### config.mk
export PLATFORM = sky130hd
export DESIGN_NAME = bert_core
export DESIGN_NICKNAME = d
export VERILOG_FILES = /design/src/rtl/bert_pgen.v /design/src/rtl/bert_core.v
export VERILOG_INCLUDE_DIRS = /design/src /design/src/rtl
export SDC_FILE = /design/constraint.sdc
export NUM_CORES = 1
export LEC_CHECK = 0
export ABC_AREA = 1
export BUFFER_PORTS_ARGS = -buffer_cell sky130_fd_sc_hd__buf_2
export CAP_MARGIN = 10
export CORE_ASPECT_RATIO = 0.75
export CORE_MARGIN = 1
export CORE_UTILIZATION = 61
export CTS_CLUSTER_SIZE = 24
export DETAILED_ROUTE_END_ITERATION = 8
export GPL_ROUTABILITY_DRIVEN = 0
export GPL_TIMING_DRIVEN = 0
export PLACE_DENSITY_LB_ADDON = 0.2
export SLEW_MARGIN = 20
export SYNTH_ARGS = -nofsm -noshare
export SYNTH_HDL_FRONTEND = slang
export SYNTH_HIERARCHICAL = 1
export SYNTH_SLANG_ARGS = --single-unit
### constraint.sdc
create_clock -name hclk -period 9.5 [get_ports hclk]
set_input_delay 0.95 -clock hclk [delete_from_list [all_inputs] [get_ports hclk]]
set_output_delay 0.95 -clock hclk [all_outputs]
set_load 0.005 [all_outputs]
### src/rtl/bert_regs.vh
// register map, field positions and constants of the bit error-rate tester
`ifndef BERT_REGS_VH
`define BERT_REGS_VH

// ----------------------------------------------------------------------------
// register indices (byte address is four times the index)
// ----------------------------------------------------------------------------
`define BERT_IDX_CTRL 8'h00
`define BERT_IDX_PCFG1 8'h02
`define BERT_IDX_PCFG2 8'h03
`define BERT_IDX_SEED0 8'h04
`define BERT_IDX_SEED1 8'h05
`define BERT_IDX_SEED2 8'h06
`define BERT_IDX_SEED3 8'h07
`define BERT_IDX_STATUS 8'h0C
`define BERT_IDX_TEST 8'h10
`define BERT_IDX_PM_BITS 8'h20
`define BERT_IDX_PM_ERRS 8'h21

// ----------------------------------------------------------------------------
// field positions
// ----------------------------------------------------------------------------
`define BERT_CTRL_UPD_MODE 7
`define BERT_CTRL_LOCAL_UPD 6
`define BERT_CTRL_RX_LOAD 5
`define BERT_CTRL_RX_INV 4
`define BERT_CTRL_MAN_RESYNC 3
`define BERT_CTRL_AUTO_DIS 2
`define BERT_CTRL_TX_LOAD 1
`define BERT_CTRL_TX_INV 0
`define BERT_PCFG1_QUASI_RANDOM_ENABLE 6
`define BERT_PCFG1_PTS 5
`define BERT_STAT_DONE 3
`define BERT_STAT_SYNC 0
`define BERT_TEST_EN 0
`define BERT_TEST_CH_HI 7
`define BERT_TEST_CH_LO 5

// ----------------------------------------------------------------------------
// reset values, masks and pattern constants
// ----------------------------------------------------------------------------
`define BERT_RST_BYTE 8'h00
`define BERT_RST_WORD 32'h0000_0000
`define BERT_PCFG1_MASK 8'h7F
`define BERT_PCFG2_MASK 8'h1F
`define BERT_TEST_MASK 8'hE1
`define BERT_QUASI_RANDOM_ENABLE_LEN_IDX 5'h13
`define BERT_QUASI_RANDOM_ENABLE_TAP_IDX 5'h10
`define BERT_QUASI_RANDOM_ENABLE_ZTOP 19
`define BERT_QUASI_RANDOM_ENABLE_ZLOW 6
`define BERT_HUNT_LAST 6'h1F
`define BERT_WIN_LAST 6'h3F
`define BERT_ERR_LIMIT 3'h6
`define BERT_HTRANS_NONSEQ 2'h2

`endif

### src/rtl/bert_pgen.v
// pattern generator shared by transmit and receive paths of the tester
`timescale 1ns/100ps
`default_nettype none
`include "bert_regs.vh"

module bert_pgen
(
  input wire hclk,
  input wire hresetn,
  input wire load,
  input wire step,
  input wire capture,
  input wire din,
  input wire [31:0] seed,
  input wire quasi_random_enable,
  input wire pattern_type_sel,
  input wire [4:0] length_feedback_field,
  input wire [4:0] tap_feedback_field,
  output wire bit_out,
  output wire next_bit
);

  reg [31:0] state_q;
  reg quasi_random_enable_q;
  reg pts_q;
  reg [4:0] plf_q;
  reg [4:0] ptf_q;
  wire [4:0] len_idx;
  wire [4:0] tap_idx;
  wire len_bit;
  wire fb;
  wire zero_run;

  // ----------------------------------------------------------------------------
  // feedback selection
  // ----------------------------------------------------------------------------
  // fixed 20/17 polynomial overrides the programmed fields
  assign len_idx = quasi_random_enable_q ? `BERT_QUASI_RANDOM_ENABLE_LEN_IDX : plf_q;
  assign tap_idx = quasi_random_enable_q ? `BERT_QUASI_RANDOM_ENABLE_TAP_IDX : ptf_q;
  assign len_bit = state_q[len_idx];
  // repetitive patterns recirculate bit n alone, tap ignored
  assign fb = (pts_q & ~quasi_random_enable_q) ? len_bit : (len_bit ^ state_q[tap_idx]);
  // the next 14 outputs sit in bits 19 down to 6 of the register
  assign zero_run = ~|state_q[`BERT_QUASI_RANDOM_ENABLE_ZTOP:`BERT_QUASI_RANDOM_ENABLE_ZLOW];
  assign bit_out = len_bit | (quasi_random_enable_q & zero_run);
  // bit about to enter the register is what the line carries now; no zero-run forcing here
  assign next_bit = fb;

  // ----------------------------------------------------------------------------
  // generator register
  // ----------------------------------------------------------------------------
  // load latches config so later register writes do not disturb the pattern
  always @(posedge hclk or negedge hresetn)
  begin
    if (!hresetn)
    begin
      state_q <= `BERT_RST_WORD;
      quasi_random_enable_q <= 1'b0;
      pts_q <= 1'b0;
      plf_q <= 5'h00;
      ptf_q <= 5'h00;
    end
    else if (load)
    begin
      state_q <= seed;
      quasi_random_enable_q <= quasi_random_enable;
      pts_q <= pattern_type_sel;
      plf_q <= length_feedback_field;
      ptf_q <= tap_feedback_field;
    end
    else if (step)
    begin
      state_q <= {state_q[30:0], capture ? din : fb};
    end
  end

endmodule // bert_pgen
`default_nettype wire

### src/rtl/bert_core.v
// bit error-rate tester core: register slave, pattern paths, error counters
//
// Register access over AHB-Lite is this design's own decision.
`timescale 1ns/100ps
`default_nettype none
`include "bert_regs.vh"

module bert_core
#(
  parameter NCH = 8
)
(
  input wire hclk,
  input wire hresetn,
  input wire hsel,
  input wire [31:0] haddr,
  input wire [1:0] htrans,
  input wire hwrite,
  input wire [2:0] hsize,
  input wire [31:0] hwdata,
  input wire hready,
  output reg [31:0] hrdata,
  output reg hreadyout,
  output reg hresp,
  input wire external_update_req,
  input wire [NCH-1:0] tx_bit_clock,
  input wire [NCH-1:0] rx_bit_clock,
  input wire [NCH-1:0] rx_data,
  output reg [NCH-1:0] tx_data,
  output reg [NCH-1:0] tx_data_sel,
  output reg rx_in_sync
);

  localparam RX_HUNT = 1'b0;
  localparam RX_LOCK = 1'b1;

  // software registers
  reg [7:0] ctrl_q;
  reg [7:0] pcfg1_q;
  reg [7:0] pcfg2_q;
  reg [31:0] seed_q;
  reg [7:0] test_q;
  reg [31:0] pm_bits_q;
  reg [31:0] pm_errs_q;
  reg done_q;
  // bus slave state
  reg wr_pend_q;
  reg rd_pend_q;
  reg [7:0] idx_q;
  // synchronisers
  reg [NCH-1:0] txc_s1_q;
  reg [NCH-1:0] txc_s2_q;
  reg [NCH-1:0] txc_s3_q;
  reg [NCH-1:0] rxc_s1_q;
  reg [NCH-1:0] rxc_s2_q;
  reg [NCH-1:0] rxc_s3_q;
  reg [NCH-1:0] rxd_s1_q;
  reg [NCH-1:0] rxd_s2_q;
  reg ext_s1_q;
  reg ext_s2_q;
  // edge capture and pending actions
  reg [7:0] ctrl_prev_q;
  reg tx_load_pend_q;
  reg rx_load_pend_q;
  reg resync_pend_q;
  reg trig_prev_q;
  reg upd_q;
  // receive checker
  reg rx_state_q;
  reg [5:0] hunt_cnt_q;
  reg [5:0] win_cnt_q;
  reg [2:0] win_errs_q;
  reg [31:0] bit_cnt_q;
  reg [31:0] err_cnt_q;

  wire [2:0] chan;
  wire tester_enable;
  wire tx_tick;
  wire rx_tick;
  wire rx_bit;
  wire tx_gen_bit;
  wire rx_pred;
  wire mismatch;
  wire trig;
  wire trig_rise;
  wire [7:0] ctrl_rise;
  wire addr_ok;
  wire rx_restart;
  wire win_overflow;

  // ----------------------------------------------------------------------------
  // address decode helpers
  // ----------------------------------------------------------------------------
  // read mux, shared by the slave data phase
  function [31:0] read_word;
    input [7:0] idx;
    begin
      if (idx == `BERT_IDX_CTRL)
        read_word = {24'h00_0000, ctrl_q};
      else if (idx == `BERT_IDX_PCFG1)
        read_word = {24'h00_0000, pcfg1_q};
      else if (idx == `BERT_IDX_PCFG2)
        read_word = {24'h00_0000, pcfg2_q};
      else if (idx == `BERT_IDX_SEED0)
        read_word = {24'h00_0000, seed_q[7:0]};
      else if (idx == `BERT_IDX_SEED1)
        read_word = {24'h00_0000, seed_q[15:8]};
      else if (idx == `BERT_IDX_SEED2)
        read_word = {24'h00_0000, seed_q[23:16]};
      else if (idx == `BERT_IDX_SEED3)
        read_word = {24'h00_0000, seed_q[31:24]};
      else if (idx == `BERT_IDX_STATUS)
        read_word = {28'h000_0000, done_q, 2'b00, rx_in_sync};
      else if (idx == `BERT_IDX_TEST)
        read_word = {24'h00_0000, test_q};
      else if (idx == `BERT_IDX_PM_BITS)
        read_word = pm_bits_q;
      else if (idx == `BERT_IDX_PM_ERRS)
        read_word = pm_errs_q;
      else
        read_word = `BERT_RST_WORD;
    end
  endfunction

  // ----------------------------------------------------------------------------
  // ahb-lite slave
  // ----------------------------------------------------------------------------
  // only word-aligned addresses below 0x400 map; others read zero and ignore writes
  assign addr_ok = (haddr[1:0] == 2'b00) && (haddr[31:10] == 22'h00_0000);

  // writes finish with no wait; reads add one wait so a write just before is seen
  always @(posedge hclk or negedge hresetn)
  begin
    if (!hresetn)
    begin
      wr_pend_q <= 1'b0;
      rd_pend_q <= 1'b0;
      idx_q <= `BERT_RST_BYTE;
      hrdata <= `BERT_RST_WORD;
      hreadyout <= 1'b1;
      hresp <= 1'b0;
    end
    else
    begin
      hresp <= 1'b0;
      wr_pend_q <= 1'b0;
      if (rd_pend_q)
      begin
        hrdata <= read_word(idx_q);
        hreadyout <= 1'b1;
        rd_pend_q <= 1'b0;
      end
      else if (hready && hsel && htrans[1])
      begin
        idx_q <= addr_ok ? haddr[9:2] : 8'hFF;
        wr_pend_q <= hwrite;
        rd_pend_q <= ~hwrite;
        hreadyout <= hwrite;
      end
    end
  end

  // register writes in the data phase; unused bits stay zero
  always @(posedge hclk or negedge hresetn)
  begin
    if (!hresetn)
    begin
      ctrl_q <= `BERT_RST_BYTE;
      pcfg1_q <= `BERT_RST_BYTE;
      pcfg2_q <= `BERT_RST_BYTE;
      seed_q <= `BERT_RST_WORD;
      test_q <= `BERT_RST_BYTE;
    end
    else if (wr_pend_q)
    begin
      if (idx_q == `BERT_IDX_CTRL)
        ctrl_q <= hwdata[7:0];
      else if (idx_q == `BERT_IDX_PCFG1)
        pcfg1_q <= hwdata[7:0] & `BERT_PCFG1_MASK;
      else if (idx_q == `BERT_IDX_PCFG2)
        pcfg2_q <= hwdata[7:0] & `BERT_PCFG2_MASK;
      else if (idx_q == `BERT_IDX_SEED0)
        seed_q[7:0] <= hwdata[7:0];
      else if (idx_q == `BERT_IDX_SEED1)
        seed_q[15:8] <= hwdata[7:0];
      else if (idx_q == `BERT_IDX_SEED2)
        seed_q[23:16] <= hwdata[7:0];
      else if (idx_q == `BERT_IDX_SEED3)
        seed_q[31:24] <= hwdata[7:0];
      else if (idx_q == `BERT_IDX_TEST)
        test_q <= hwdata[7:0] & `BERT_TEST_MASK;
    end
  end

  // ----------------------------------------------------------------------------
  // pin synchronisers
  // ----------------------------------------------------------------------------
  // third stage of each clock feeds the edge finder, never the first
  always @(posedge hclk or negedge hresetn)
  begin
    if (!hresetn)
    begin
      txc_s1_q <= {NCH{1'b0}};
      txc_s2_q <= {NCH{1'b0}};
      txc_s3_q <= {NCH{1'b0}};
      rxc_s1_q <= {NCH{1'b0}};
      rxc_s2_q <= {NCH{1'b0}};
      rxc_s3_q <= {NCH{1'b0}};
      rxd_s1_q <= {NCH{1'b0}};
      rxd_s2_q <= {NCH{1'b0}};
      ext_s1_q <= 1'b0;
      ext_s2_q <= 1'b0;
    end
    else
    begin
      txc_s1_q <= tx_bit_clock;
      txc_s2_q <= txc_s1_q;
      txc_s3_q <= txc_s2_q;
      rxc_s1_q <= rx_bit_clock;
      rxc_s2_q <= rxc_s1_q;
      rxc_s3_q <= rxc_s2_q;
      rxd_s1_q <= rx_data;
      rxd_s2_q <= rxd_s1_q;
      ext_s1_q <= external_update_req;
      ext_s2_q <= ext_s1_q;
    end
  end

  // ----------------------------------------------------------------------------
  // channel selection and bit clock ticks
  // ----------------------------------------------------------------------------
  assign tester_enable = test_q[`BERT_TEST_EN];
  assign chan = test_q[`BERT_TEST_CH_HI:`BERT_TEST_CH_LO];
  // nothing advances while the tester is off
  assign tx_tick = tester_enable & txc_s2_q[chan] & ~txc_s3_q[chan];
  assign rx_tick = tester_enable & rxc_s2_q[chan] & ~rxc_s3_q[chan];
  // data sampled with the same delay as the clock, so it is centred on the edge
  assign rx_bit = rxd_s2_q[chan] ^ ctrl_q[`BERT_CTRL_RX_INV];

  // ----------------------------------------------------------------------------
  // control edges held until the owning bit clock arrives
  // ----------------------------------------------------------------------------
  assign ctrl_rise = ctrl_q & ~ctrl_prev_q;

  // a new edge in the tick cycle wins over the clear, so none is lost
  always @(posedge hclk or negedge hresetn)
  begin
    if (!hresetn)
    begin
      ctrl_prev_q <= `BERT_RST_BYTE;
      tx_load_pend_q <= 1'b0;
      rx_load_pend_q <= 1'b0;
      resync_pend_q <= 1'b0;
    end
    else
    begin
      ctrl_prev_q <= ctrl_q;
      if (ctrl_rise[`BERT_CTRL_TX_LOAD])
        tx_load_pend_q <= 1'b1;
      else if (tx_tick)
        tx_load_pend_q <= 1'b0;
      if (ctrl_rise[`BERT_CTRL_RX_LOAD])
        rx_load_pend_q <= 1'b1;
      else if (rx_tick)
        rx_load_pend_q <= 1'b0;
      if (ctrl_rise[`BERT_CTRL_MAN_RESYNC])
        resync_pend_q <= 1'b1;
      else if (rx_tick)
        resync_pend_q <= 1'b0;
    end
  end

  // ----------------------------------------------------------------------------
  // transmit path
  // ----------------------------------------------------------------------------
  bert_pgen u_tx_gen
  (
    .hclk(hclk),
    .hresetn(hresetn),
    .load(tx_tick & tx_load_pend_q),
    .step(tx_tick & ~tx_load_pend_q),
    .capture(1'b0),
    .din(1'b0),
    .seed(seed_q),
    .quasi_random_enable(pcfg1_q[`BERT_PCFG1_QUASI_RANDOM_ENABLE]),
    .pattern_type_sel(pcfg1_q[`BERT_PCFG1_PTS]),
    .length_feedback_field(pcfg1_q[4:0]),
    .tap_feedback_field(pcfg2_q[4:0]),
    .bit_out(tx_gen_bit),
    .next_bit()
  );

  // outgoing bit changes one system clock after the tick; only the chosen lane carries it
  always @(posedge hclk or negedge hresetn)
  begin
    if (!hresetn)
    begin
      tx_data <= {NCH{1'b0}};
      tx_data_sel <= {NCH{1'b0}};
    end
    else
    begin
      tx_data_sel <= tester_enable ? ({{(NCH-1){1'b0}}, 1'b1} << chan) : {NCH{1'b0}};
      if (tx_tick)
        tx_data <= {NCH{tx_gen_bit ^ ctrl_q[`BERT_CTRL_TX_INV]}} & tx_data_sel;
      else if (!tester_enable)
        tx_data <= {NCH{1'b0}};
    end
  end

  // ----------------------------------------------------------------------------
  // receive path
  // ----------------------------------------------------------------------------
  // while hunting the generator fills itself from the line
  bert_pgen u_rx_gen
  (
    .hclk(hclk),
    .hresetn(hresetn),
    .load(rx_tick & rx_load_pend_q),
    .step(rx_tick & ~rx_load_pend_q),
    .capture(rx_state_q == RX_HUNT),
    .din(rx_bit),
    .seed(seed_q),
    .quasi_random_enable(pcfg1_q[`BERT_PCFG1_QUASI_RANDOM_ENABLE]),
    .pattern_type_sel(pcfg1_q[`BERT_PCFG1_PTS]),
    .length_feedback_field(pcfg1_q[4:0]),
    .tap_feedback_field(pcfg2_q[4:0]),
    .bit_out(),
    .next_bit(rx_pred)
  );

  // the delayed output bit lags the line by n bits, so compare with the prediction
  assign mismatch = rx_bit ^ rx_pred;
  assign rx_restart = rx_load_pend_q | resync_pend_q;
  // the current bit counts toward the window total
  assign win_overflow = (win_errs_q + {2'b00, mismatch}) >= `BERT_ERR_LIMIT;

  // sync state machine; 32 captured bits fill the register, then lock
  always @(posedge hclk or negedge hresetn)
  begin
    if (!hresetn)
    begin
      rx_state_q <= RX_HUNT;
      hunt_cnt_q <= 6'h00;
      win_cnt_q <= 6'h00;
      win_errs_q <= 3'h0;
      rx_in_sync <= 1'b0;
    end
    else if (rx_tick)
    begin
      if (rx_restart)
      begin
        rx_state_q <= RX_HUNT;
        hunt_cnt_q <= 6'h00;
        rx_in_sync <= 1'b0;
      end
      else
      begin
        case (rx_state_q)
          RX_HUNT:
          begin
            hunt_cnt_q <= hunt_cnt_q + 6'h01;
            if (hunt_cnt_q == `BERT_HUNT_LAST)
            begin
              rx_state_q <= RX_LOCK;
              rx_in_sync <= 1'b1;
              win_cnt_q <= 6'h00;
              win_errs_q <= 3'h0;
            end
          end
          default:
          begin
            win_cnt_q <= win_cnt_q + 6'h01;
            if (win_overflow && !ctrl_q[`BERT_CTRL_AUTO_DIS])
            begin
              rx_state_q <= RX_HUNT;
              hunt_cnt_q <= 6'h00;
              rx_in_sync <= 1'b0;
            end
            else if (win_cnt_q == `BERT_WIN_LAST)
              win_errs_q <= 3'h0;
            else if (mismatch && !win_overflow)
              win_errs_q <= win_errs_q + 3'h1;
          end
        endcase
      end
    end
  end

  // ----------------------------------------------------------------------------
  // performance monitoring update
  // ----------------------------------------------------------------------------
  // mode change with a high source also yields an edge here
  assign trig = ctrl_q[`BERT_CTRL_UPD_MODE] ? ext_s2_q : ctrl_q[`BERT_CTRL_LOCAL_UPD];
  assign trig_rise = trig & ~trig_prev_q;

  // counters restart at 0, or 1 if a bit (for the error count, an errored bit) lands in the snapshot cycle
  always @(posedge hclk or negedge hresetn)
  begin
    if (!hresetn)
    begin
      trig_prev_q <= 1'b0;
      upd_q <= 1'b0;
      done_q <= 1'b0;
      bit_cnt_q <= `BERT_RST_WORD;
      err_cnt_q <= `BERT_RST_WORD;
      pm_bits_q <= `BERT_RST_WORD;
      pm_errs_q <= `BERT_RST_WORD;
    end
    else
    begin
      trig_prev_q <= trig;
      upd_q <= trig_rise;
      if (trig_rise)
      begin
        pm_bits_q <= bit_cnt_q;
        pm_errs_q <= err_cnt_q;
        bit_cnt_q <= {31'h0000_0000, rx_tick & rx_in_sync};
        err_cnt_q <= {31'h0000_0000, rx_tick & rx_in_sync & mismatch};
      end
      else if (rx_tick && rx_in_sync)
      begin
        bit_cnt_q <= bit_cnt_q + 32'h0000_0001;
        err_cnt_q <= err_cnt_q + {31'h0000_0000, mismatch};
      end
      // completion sets the flag; a low trigger drops it
      if (upd_q)
        done_q <= 1'b1;
      else if (!trig)
        done_q <= 1'b0;
    end
  end

endmodule // bert_core
`default_nettype wire

==> impl_metrics.yaml <==
drt:
  drtPass1Iterations: 9
  wl_um: 60300
  wl_per_cell_um: 19.0
  ant_nets: 0
  viasPerCell: 6.05
  first_iter_violations: 3112
  vias: 19200
  drc_errors: 28
power:
  power_w: 0.00513
  cellInternalPower_w: 0.00339
  swShare: 0.339
  power_frac_seq: 0.428
  pwr-share-comb: 0.248
  ir_drop_v: 0.000163
  pwr-share-clk: 0.323
  p_leak_nw: 10.9
  power.density_nw_per_um2: 221
  p_sw_w: 0.00174
global_route:
  grtUsageTotal: 0.360
  grt_pass1_wl_um: 95100
  gr-total-overflow: 0
  grt_pass1_vias: 17700
  grt_start_max_net_pins: 108
  antenna_found_initial: 1
cells_and_area:
  utilization: 0.708
  drive_gt1_frac: 0.110
  areaGrowthSynthToFinish_pct: 13.0
  diodes: 0
  nets: 2805
  final_cell_mix: "761 x nand2_1, 422 x dfrtp_1, 275 x inv_1"
  final_common_cell: "nand2_1"
setup_path:
  worst-path-buf-inv: 5
  crit_family: "simple AND/OR/NAND/NOR gates"
  worst-r2r-cell-count: 24
  worst_setup_path_end_kind: "register"
  critPathMaxFanout: 9
  cpPeakStageDelay_ns: 0.39
  rrSetupSlack_ns: 5.22
  critical_path_depth: 24
  r2r_end: "err_cnt_q[31]"
  slowest_stage: "ha_1"
  timing.rr.start: "u_rx_gen/quasi_random_enable_q"
  cpMostUsedCell: "nand2_1"
  cp-endpoint: "err_cnt_q[31]"
  cp-start-kind: "register"
  crit_arrival_ns: 4.76
  worstPathRequired_ns: 9.98
  cp-startpoint: "u_rx_gen/quasi_random_enable_q"
  crit_type: "register to register"
  path_cells: "buf_6, inv_12, nand2_4, inv_1, nand3_1, nand3_1, nand3_1, nand2_1, nand2_1, nand3b_1, nand2_1, nand2_1, inv_1, inv_1, nand2_1, nand2_1, ha_1, nand3_1, nor2_1, nand3b_1, nor3_1, or2_2, nand4_1, o21ai_0"
cts:
  postCtsSetupRepairBufs: 0
  clk_pin_slew_worst_paths_ns: 0.07
  cts_tree: "done"
  clockBufferDepth: 3
  cts_inserted_buffers: 41
  clk-insertion-delay-late_ns: 0.57
  post_cts_resized: 0
  cts_num_sinks: 423
  hold_buffers: 0
  cts_htree_levels: 2
  cts_root_buffer: "clkbuf_16"
die:
  chipWidth_um: 214
  rows: 57
  die_y_um: 161
  dieArea_sq_um: 34400
  core_area_sq_um: 32700
  io-pin-count: 150
  start_util: 0.626
flow_run:
  drv_cap: 0
timing:
  hold_viol: 0
  rsz0062_at_grt: "no"
  slew_headroom: 0.364
  fin_crit_ns: 4.28
  setup_viol_count_final: 0
  holdWs_ns: 0.299
  tightest_slew_ns: 0.954
  timing.final.ws_setup_ns: 5.22
  fmax_mhz: 234
  skew_ns: 0.0342
  period_share: 0.450
  drv_slew: 0
placement:
  pre_cts_slack_ns: 5.49
  dp_hpwl_um: 43300
  io_buffers: 120
yosys:
  syn-cell-area_sq_um: 20500
  synth.avg_cell_area_sq_um: 8.10
  netlist_instances: 2530
  ys_warn_count: 6
hold_path:
  hp-class: "input port to async pin"
outcome:
  status: "finished, violations left"
  failed_checks: "design-rule violations"
routing by layer:
layer,GRT usage,part of all wire,vias to the layer above
met2,0.493,0.41,1258
met3,0.0982,0.14,168
met5,0,0,-
li1,-,-,8669
met1,0.550,0.42,9080
met4,0.119,0.033,0
state kept, by name (all words and copies together) (netlist names), 8 cells and up:
register,flops
bit_cnt_q,32
ctrl_q,8
err_cnt_q,32
hrdata,32
idx_q,8
pm_bits_q,32
pm_errs_q,32
rxc_s1_q,8
rxc_s2_q,8
rxc_s3_q,8
rxd_s1_q,8
rxd_s2_q,8
seed_q,32
tx_data,8
tx_data_sel,8
txc_s1_q,8
txc_s2_q,8
txc_s3_q,8
u_rx_gen/state_q,32
u_tx_gen/state_q,32
per-stage QoR:
stage	setup TNS [ns]	cells	area, sq um
floorplan	0	2532	20500
global placement	-238.56	3094	21700
detailed placement	0	3098	21800
CTS	0	3171	23200
global route	0	3171	23200
finish	0	3171	23200
power groups by stage:
stage / clock network [W] / logic [W] / registers [W]
after global routing: 0.00174 / 0.00141 / 0.00221
final: 0.00166 / 0.00127 / 0.00220
after floorplan: 0 / 0.000916 / 0.00214
after CTS: 0.00167 / 0.00124 / 0.00218
after global placement: 0 / 0.00119 / 0.00221
after detailed placement: 0 / 0.00123 / 0.00221
worst min-delay path by stage:
stage                startpoint             endpoint  slack, ns  cells after the start
floorplan              ext_s1_q             ext_s2_q       0.33                      0
global placement    rxc_s1_q[3]          rxc_s2_q[3]       0.33                      0
detailed placement  rxc_s1_q[1]          rxc_s2_q[1]       0.33                      0
CTS                     hresetn  u_tx_gen/state_q[0]       0.34                      1
global route            hresetn  u_tx_gen/state_q[0]       0.35                      1
finish                  hresetn  u_tx_gen/state_q[0]       0.30                      1
final cells by class:
type	instances	area, sq um
plain buffers	103	561
fillers	2505	9570
clock buffers	60	1260
flip-flops and latches	423	10600
inverters	292	1120
clock inverters	13	128
multi-input cells	1714	8240
repair buffers	124	721
well taps	442	553
Note: power is estimated with default switching activity, not from simulation.
